[config.mk]
export PLATFORM = sky130hd
export DESIGN_NAME = pmsi_regs
export DESIGN_NICKNAME = d
export VERILOG_FILES = /design/src/design/pmsi_regs.v
export VERILOG_INCLUDE_DIRS = /design/src /design/src/design
export SDC_FILE = /design/constraint.sdc
export NUM_CORES = 1
export LEC_CHECK = 0
export BUFFER_PORTS_ARGS = -buffer_cell sky130_fd_sc_hd__clkbuf_2
export CORE_MARGIN = 1.5
export CORE_UTILIZATION = 60
export DETAILED_ROUTE_END_ITERATION = 10
export PLACE_DENSITY = 0.85
export SLEW_MARGIN = 10
export SYNTH_ARGS = -nofsm -noshare
export SYNTH_HDL_FRONTEND = slang
export SYNTH_SLANG_ARGS = --single-unit
[constraint.sdc]
create_clock -name REF_CLK -period 2.5 [get_ports REF_CLK]
set_input_delay 0.5 -clock REF_CLK [delete_from_list [all_inputs] [get_ports REF_CLK]]
set_output_delay 0.5 -clock REF_CLK [all_outputs]
set_load 0.05 [all_outputs]
[src/design/pmsi_defines.vh]
`ifndef PMSI_DEFINES_VH
`define PMSI_DEFINES_VH

// Register offsets (byte addresses)
`define PMSI_OFS_PMCSR 8'h84
`define PMSI_OFS_MSI_CTL 8'h8C
`define PMSI_OFS_MSI_ADDR 8'h90
`define PMSI_OFS_MSI_UADDR 8'h94
`define PMSI_OFS_MSI_DATA 8'h98
`define PMSI_OFS_EVT_STAT 8'hC0
`define PMSI_OFS_EVT_MASK 8'hC4

// Power control/status field positions
`define PMSI_PS_HI 1
`define PMSI_PS_LO 0
`define PMSI_NSR_BIT 3
`define PMSI_PME_EN_BIT 8
`define PMSI_DSEL_HI 12
`define PMSI_DSEL_LO 9
`define PMSI_PME_ST_BIT 15
`define PMSI_B2B3_BIT 22
`define PMSI_BPCC_BIT 23

// Power states
`define PMSI_D0 2'h0
`define PMSI_D1 2'h1
`define PMSI_D2 2'h2
`define PMSI_D3HOT 2'h3

// Message capability fields
`define PMSI_CAP_ID 8'h05
`define PMSI_NEXT_PTR 8'h9C
`define PMSI_MSI_EN_BIT 16
`define PMSI_MMC_HI 19
`define PMSI_MMC_LO 17
`define PMSI_MME_HI 22
`define PMSI_MME_LO 20
`define PMSI_A64_BIT 23
`define PMSI_MMC_VAL 3'h0
`define PMSI_A64_VAL 1'h1

// Reset values
`define PMSI_RST_PS 2'h0
`define PMSI_RST_NSR 1'h0
`define PMSI_RST_MME 3'h0
`define PMSI_RST_ADDR 30'h00000000
`define PMSI_RST_UADDR 32'h00000000
`define PMSI_RST_DATA 16'h0000

// Event status bits
`define PMSI_EVT_W 4
`define PMSI_EVT_HOTRST 0
`define PMSI_EVT_MSI 1
`define PMSI_EVT_PME 2
`define PMSI_EVT_PSCHG 3

// Timing
`define PMSI_CLK_PERIOD_NS 10
`define PMSI_HOT_RST_NS 160
`define PMSI_HOT_RST_CYC ((`PMSI_HOT_RST_NS + `PMSI_CLK_PERIOD_NS - 1) / `PMSI_CLK_PERIOD_NS)

`endif

[src/design/pmsi_regs.v]
// Our own choice: the address-and-strobe port.
`timescale 1ns/1ns
`include "pmsi_defines.vh"

module pmsi_regs #(
    parameter HOT_RST_CYCLES = `PMSI_HOT_RST_CYC
) (
    // Clock and reset
    input wire REF_CLK,
    input wire RST_N,
    // Register port
    input wire [7:0] REG_ADDR,
    input wire [31:0] REG_WDATA,
    input wire REG_WR,
    input wire REG_RD,
    output reg [31:0] REG_RDATA,
    // Serial config memory load
    input wire NVM_LOAD,
    input wire NVM_NO_SOFT_RESET,
    // Function interrupt and wake sources
    input wire IRQ_LEVEL,
    input wire PME_EVENT,
    // Message write request to the link
    output reg MSI_WR_REQ,
    output reg [63:0] MSI_WR_ADDR,
    output reg [15:0] MSI_WR_DATA,
    input wire MSI_WR_ACK,
    // Power management message request
    output reg PME_MSG_REQ,
    input wire PME_MSG_ACK,
    // Legacy wire interrupt
    output reg LEGACY_INTX,
    // Power state and internal reset
    output reg [1:0] POWER_STATE,
    output reg HOT_RESET,
    // Event interrupt
    output reg IRQ
);

    localparam [7:0] HOT_RST_CNT = HOT_RST_CYCLES[7:0];

    // Message sequencer states
    localparam [1:0] MS_IDLE = 2'h0;
    localparam [1:0] MS_REQ = 2'h1;
    localparam [1:0] MS_GAP = 2'h2;

    // Register state
    reg [1:0] ps_q;
    reg no_soft_reset_q;
    reg pme_en_q;
    reg [3:0] data_sel_q;
    reg pme_pend_q;
    reg msi_en_q;
    reg [2:0] mme_q;
    reg [29:0] addr_q;
    reg [31:0] uaddr_q;
    reg [15:0] data_q;
    reg [`PMSI_EVT_W-1:0] stat_q;
    reg [`PMSI_EVT_W-1:0] mask_q;
    reg [7:0] rst_cnt_q;
    reg irq_lvl_q;
    reg msi_pend_q;
    reg [1:0] ms_state_q;

    // Decoded strobes
    wire wr_pmcsr = REG_WR && (REG_ADDR == `PMSI_OFS_PMCSR);
    wire wr_ctl = REG_WR && (REG_ADDR == `PMSI_OFS_MSI_CTL);
    wire wr_addr = REG_WR && (REG_ADDR == `PMSI_OFS_MSI_ADDR);
    wire wr_uaddr = REG_WR && (REG_ADDR == `PMSI_OFS_MSI_UADDR);
    wire wr_data = REG_WR && (REG_ADDR == `PMSI_OFS_MSI_DATA);
    wire wr_stat = REG_WR && (REG_ADDR == `PMSI_OFS_EVT_STAT);
    wire wr_mask = REG_WR && (REG_ADDR == `PMSI_OFS_EVT_MASK);

    // Leaving D3hot for D0 by a software write, and any power control write that changes the state
    wire new_ps_d0 = REG_WDATA[`PMSI_PS_HI:`PMSI_PS_LO] == `PMSI_D0;
    wire d3_exit = wr_pmcsr && new_ps_d0 && (ps_q == `PMSI_D3HOT);
    wire hot_start = d3_exit && !no_soft_reset_q;
    wire ps_change = wr_pmcsr && (REG_WDATA[`PMSI_PS_HI:`PMSI_PS_LO] != ps_q);

    // Interrupt source edge, same clock so no synchroniser needed
    wire irq_rise = IRQ_LEVEL && !irq_lvl_q;

    // Next enable, so the wire drops in the very cycle messages take over
    wire msi_en_d = HOT_RESET ? 1'b0 : (wr_ctl ? REG_WDATA[`PMSI_MSI_EN_BIT] : msi_en_q);

    // Message and PME completion pulses
    wire msi_done = (ms_state_q == MS_REQ) && MSI_WR_ACK;
    wire pme_done = PME_MSG_REQ && PME_MSG_ACK;

    // Assembled read words
    wire [31:0] pmcsr_word;
    wire [31:0] ctl_word;
    assign pmcsr_word = {8'h00, 1'b0, 1'b0, 6'h00,
                         pme_pend_q, 2'h0, data_sel_q, pme_en_q,
                         4'h0, no_soft_reset_q, 1'b0, ps_q};
    assign ctl_word = {8'h00, `PMSI_A64_VAL, mme_q, `PMSI_MMC_VAL,
                       msi_en_q, `PMSI_NEXT_PTR, `PMSI_CAP_ID};

    // Power state, skip flag and PME enable
    always @(posedge REF_CLK or negedge RST_N) begin
        if (!RST_N) begin
            ps_q <= `PMSI_RST_PS;
            no_soft_reset_q <= `PMSI_RST_NSR;
            pme_en_q <= 1'b0;
            data_sel_q <= 4'h0;
        end else begin
            if (wr_pmcsr) begin
                ps_q <= REG_WDATA[`PMSI_PS_HI:`PMSI_PS_LO];
                pme_en_q <= REG_WDATA[`PMSI_PME_EN_BIT];
                data_sel_q <= REG_WDATA[`PMSI_DSEL_HI:`PMSI_DSEL_LO];
            end
            // Memory loader overrides the default once it has read the part
            if (NVM_LOAD) begin
                no_soft_reset_q <= NVM_NO_SOFT_RESET;
            end
        end
    end

    // Internal reset timer; the pin reset is never touched here
    always @(posedge REF_CLK or negedge RST_N) begin
        if (!RST_N) begin
            rst_cnt_q <= 8'h00;
            HOT_RESET <= 1'b0;
        end else begin
            if (hot_start) begin
                rst_cnt_q <= HOT_RST_CNT;
                HOT_RESET <= 1'b1;
            end else if (rst_cnt_q > 8'h01) begin
                rst_cnt_q <= rst_cnt_q - 8'h01;
            end else begin
                rst_cnt_q <= 8'h00;
                HOT_RESET <= 1'b0;
            end
        end
    end

    // Message capability registers; the internal reset returns them to defaults
    always @(posedge REF_CLK or negedge RST_N) begin
        if (!RST_N) begin
            msi_en_q <= 1'b0;
            mme_q <= `PMSI_RST_MME;
            addr_q <= `PMSI_RST_ADDR;
            uaddr_q <= `PMSI_RST_UADDR;
            data_q <= `PMSI_RST_DATA;
        end else if (HOT_RESET) begin
            msi_en_q <= 1'b0;
            mme_q <= `PMSI_RST_MME;
            addr_q <= `PMSI_RST_ADDR;
            uaddr_q <= `PMSI_RST_UADDR;
            data_q <= `PMSI_RST_DATA;
        end else begin
            if (wr_ctl) begin
                msi_en_q <= REG_WDATA[`PMSI_MSI_EN_BIT];
                mme_q <= REG_WDATA[`PMSI_MME_HI:`PMSI_MME_LO];
            end
            if (wr_addr) begin
                addr_q <= REG_WDATA[31:2];
            end
            if (wr_uaddr) begin
                uaddr_q <= REG_WDATA;
            end
            if (wr_data) begin
                data_q <= REG_WDATA[15:0];
            end
        end
    end

    // PME pending: held while disabled, cleared when the message leaves
    always @(posedge REF_CLK or negedge RST_N) begin
        if (!RST_N) begin
            pme_pend_q <= 1'b0;
            PME_MSG_REQ <= 1'b0;
        end else begin
            if (PME_EVENT) begin
                pme_pend_q <= 1'b1;
            end else if (pme_done) begin
                pme_pend_q <= 1'b0;
            end
            // A new event beside an ack keeps the pending bit; the request drops and rises again one cycle later
            if (pme_done) begin
                PME_MSG_REQ <= 1'b0;
            end else if (pme_pend_q && pme_en_q) begin
                PME_MSG_REQ <= 1'b1;
            end
        end
    end

    // Interrupt edge capture and legacy wire
    always @(posedge REF_CLK or negedge RST_N) begin
        if (!RST_N) begin
            irq_lvl_q <= 1'b0;
            LEGACY_INTX <= 1'b0;
        end else begin
            irq_lvl_q <= IRQ_LEVEL;
            // Wire follows the next enable, never overlapping an enabled cycle
            LEGACY_INTX <= IRQ_LEVEL && !msi_en_d;
        end
    end

    // Pending message: set wins over the clear taken while the sequencer is idle
    always @(posedge REF_CLK or negedge RST_N) begin
        if (!RST_N) begin
            msi_pend_q <= 1'b0;
        end else if (!msi_en_q) begin
            msi_pend_q <= 1'b0;
        end else if (irq_rise) begin
            msi_pend_q <= 1'b1;
        end else if (ms_state_q == MS_IDLE) begin
            msi_pend_q <= 1'b0;
        end
    end

    // Message write sequencer; address and data frozen for the whole request
    always @(posedge REF_CLK or negedge RST_N) begin
        if (!RST_N) begin
            ms_state_q <= MS_IDLE;
            MSI_WR_REQ <= 1'b0;
            MSI_WR_ADDR <= 64'h0000000000000000;
            MSI_WR_DATA <= 16'h0000;
        end else begin
            case (ms_state_q)
                MS_IDLE: begin
                    if (msi_pend_q && msi_en_q) begin
                        ms_state_q <= MS_REQ;
                        MSI_WR_REQ <= 1'b1;
                        MSI_WR_ADDR <= {uaddr_q, addr_q, 2'h0};
                        MSI_WR_DATA <= data_q;
                    end
                end
                MS_REQ: begin
                    if (MSI_WR_ACK) begin
                        ms_state_q <= MS_GAP;
                        MSI_WR_REQ <= 1'b0;
                    end
                end
                MS_GAP: begin
                    // One idle cycle so each event yields exactly one write
                    ms_state_q <= MS_IDLE;
                end
                default: begin
                    ms_state_q <= MS_IDLE;
                    MSI_WR_REQ <= 1'b0;
                end
            endcase
        end
    end

    // Event status, write one to clear; a same-cycle event wins
    always @(posedge REF_CLK or negedge RST_N) begin
        if (!RST_N) begin
            stat_q <= {`PMSI_EVT_W{1'b0}};
            mask_q <= {`PMSI_EVT_W{1'b0}};
        end else begin
            if (wr_mask) begin
                mask_q <= REG_WDATA[`PMSI_EVT_W-1:0];
            end
            stat_q <= (stat_q & ~(wr_stat ? REG_WDATA[`PMSI_EVT_W-1:0] : 4'h0))
                      | {ps_change, pme_done, msi_done, hot_start};
        end
    end

    // Interrupt output and power state mirror
    always @(posedge REF_CLK or negedge RST_N) begin
        if (!RST_N) begin
            IRQ <= 1'b0;
            POWER_STATE <= `PMSI_RST_PS;
        end else begin
            IRQ <= |(stat_q & mask_q);
            POWER_STATE <= ps_q;
        end
    end

    // Read data one cycle after the strobe, zero otherwise and for holes
    always @(posedge REF_CLK or negedge RST_N) begin
        if (!RST_N) begin
            REG_RDATA <= 32'h00000000;
        end else if (REG_RD) begin
            case (REG_ADDR)
                `PMSI_OFS_PMCSR: REG_RDATA <= pmcsr_word;
                `PMSI_OFS_MSI_CTL: REG_RDATA <= ctl_word;
                `PMSI_OFS_MSI_ADDR: REG_RDATA <= {addr_q, 2'h0};
                `PMSI_OFS_MSI_UADDR: REG_RDATA <= uaddr_q;
                `PMSI_OFS_MSI_DATA: REG_RDATA <= {16'h0000, data_q};
                `PMSI_OFS_EVT_STAT: REG_RDATA <= {28'h0000000, stat_q};
                `PMSI_OFS_EVT_MASK: REG_RDATA <= {28'h0000000, mask_q};
                default: REG_RDATA <= 32'h00000000;
            endcase
        end else begin
            REG_RDATA <= 32'h00000000;
        end
    end

endmodule // pmsi_regs

==> results.yml <==
run_status:
  outcome: "completed"
logic_synthesis:
  synth_area_leaders: "dfrtp_1, mux2_2, nand2_1, a21oi_1, nor2_1"
  syn_inst: 832
  synth.most_common_cell: "dfrtp_1"
  synthArstFlopShare_pct: 100
  netlist_area_um2: 9410
  ys_warn_count: 0
  seq_area_frac_synth_pct: 60.6
  syn_avg_cell_area_um2: 11.3
  synth_top_area_share_pct: 60.6
  synth_cell_types: 50
  synth-seq-cells: 228
  synth_ff_type: "dfrtp_1"
  synth-edff-count: 0
  yosys-top-cells-count: "dfrtp_1, nand2_1, a21oi_1"
  yosysTopAreaCell: "dfrtp_1"
routing:
  drc: 0
  wl_per_cell_um: 18.7
  dr.pass1.iters: 7
  vias: 7063
  vias_per_cell: 5.77
  routed_wl_mm: 22.9
  drtIter0Drc: 645
  ant_nets: 0
floorplan:
  fp-row-count: 45
  coreArea_um2: 15300
  die_w_um: 128
  fp.dieArea_um2: 16400
  start_util_pct: 61.7
  die_y_um: 128
  io_pins: 169
sta:
  max_freq_mhz: 519
  finalHoldViolations: 0
  finalClockSkew_ns: 0.0183
  slew_headroom_pct: 56.7
  rsz0062_at_grt: "no"
  setup_viol: 0
  worst_pin_slew_ns: 0.646
  finalSetupTns_ns: 0
  period_minus_slack_ns: 1.93
  post-route-period-util_pct: 77.1
  report.final.slew_viol_count: 0
clock_tree:
  cts_hold_buf: 1
  clk_pin_slew_worst_paths_ns: 0.06
  cts_buffers: 23
  cts.path.max_buffers: 3
  cts_root_buffer: "clkbuf_16"
  ctsResizeCount: 0
  h-tree-depth: 1
  clk_latency_ns: 0.51
  clock_sinks: 228
  post_cts_buffers: 0
  tritoncts: "yes"
placed_design:
  gp_congestion: 0.920
  dp_hpwl_mm: 15.1
  portBuffers: 166
setup_path:
  cp_top_family: "flip-flops"
  critPathArrivalTime_ns: 1.43
  slowest_stage: "dfrtp_2"
  startpoint_type: "flip-flop"
  worst-path-buf-inv: 1
  crit_chain: "clkbuf_2"
  cp_slowest_stage_delay_ns: 0.58
  path_depth: 1
  critPathKind: "flip-flop to output pin"
  cp.required_ns: 2.00
  cp_max_fo: 16
  rr_worst_depth: 3
  cp-end-kind: "output pin"
global_route:
  grt_antenna_before_repair: 0
  grt_max_degree: 74
  track_usage_pct: 28.9
  grt_first_pass_wirelength_mm: 37.2
  first_global_vias: 7201
  grt-ovfl-total: 0
power_and_ir_drop:
  p_total_mw: 7.94
  p_leak_nw: 5.63
  ir_worst_vdd_mv: 0.575
  powerDensity_nw_per_um2: 702
worst_hold_path:
  hold_class: "primary input to flip-flop"
  holdPathStages: 1
finish:
  drive_gt1_share_pct: 32.7
  layout.nets: 1049
  syn_to_final_growth_pct: 20.2
  final_util_pct: 74.1
  antenna_cells: 0
job:
  drv_cap: 0
==> cells in the final DEF, fill, tap and decap left out, types with 3 or more instances in the layout <==
cell type  synthesis  routed
clkbuf_16          0      23
dfrtp_1          228     227
buf_12             0       5
clkbuf_1          23       6
nor2_1            47      47
and2_1             8       8
mux2i_1           14      14
o21ai_0            8       8
nor3_1             5       4
inv_1              4       4
nand4_1            3       3
o2111ai_1          3       3
a21oi_1           95      95
a21o_1             7       7
clkbuf_8           0       8
xor2_1             4       4
xnor2_1            4       4
a22oi_1           18      18
a22o_1            12      12
nand3_1            8       8
buf_4              7      23
nand2_1          178     178
clkbuf_2           2     165
mux2_2            90      90
and3_1             5       5
==> kinds of logic (layout without fill, tap and decap cells) <==
logic type                 after synthesis  in the layout  share of synthesized area (%)
AOI/OAI and AO/OA                      159            159                           10.6
xor gates and xnor gates                 8              8                          0.745
adders and majority gates                2              2                          0.266
buffers and inverters                   60            240                           3.02
DFF                                    228            228                           60.6
muxes                                  104            104                           12.3
other                                    1              2                         0.0399
and+or+nand+nor                        270            270                           12.5
==> registers in the layout, summed over array words and instances, names as in the netlist, 2 cells and up <==
signal / cells
MSI_WR_ADDR: 62
REG_RDATA: 32
uaddr_q: 32
addr_q: 30
MSI_WR_DATA: 16
data_q: 16
rst_cnt_q: 8
data_sel_q: 4
mask_q: 4
stat_q: 4
mme_q: 3
POWER_STATE: 2
ms_state_q: 2
ps_q: 2
==> where the power goes <==
part	internal, mW	switching, mW	leakage [nW]	total, mW
registers	3.84	0.137	3.14	3.98
logic	0.227	0.347	2.12	0.574
clock network	2.03	1.35	0.375	3.38
total	6.11	1.83	5.63	7.94
==> path summary, 6_finish.rpt <==
| check | slack [ns] | start | to |
|---|---|---|---|
| worst max-delay path | 0.57 | HOT_RESET | HOT_RESET |
| worst min-delay path | 0.15 | IRQ_LEVEL | irq_lvl_q |
| worst max register to register | 0.82 | ms_state_q[0] | MSI_WR_ADDR[10] |
| worst min register to register | 0.48 | MSI_WR_REQ | MSI_WR_REQ |
| max in group asynchronous | 1.23 | RST_N | uaddr_q[15] |
| min in group asynchronous | 0.53 | RST_N | ms_state_q[1] |
==> layer usage <==
metal / part of all wire [%] / wire length [um] / global-route usage [%]
met1: 41 / 9290 / 38.6
met4: 3.8 / 877 / 12.8
met3: 7.4 / 1690 / 4.59
met5: 0 / 0 / 0
met2: 48 / 11000 / 47.3
==> through the flow <==
stage                     area [um^2]  hold slack, ns  cells  worst slack (ns)
after global placement          10500           0.462   1182             0.366
after CTS                       11300           0.131   1224             0.561
after floorplan                  9410           0.204    833             0.644
after global routing            11300           0.136   1224             0.533
after detailed placement        10500           0.470   1182             0.293
final                           11300           0.148   1224             0.574
==> final cells by class <==
type | count | area [um^2]
flip-flops and latches | 228 | 5710
well taps | 211 | 264
repair buffers | 195 | 1120
clock inverters | 4 | 48.8
multi-input cells | 545 | 3440
clock buffers | 37 | 708
fillers | 1031 | 3950
inverters | 4 | 15.0
No activity file was read; power rests on OpenSTA's default activity.
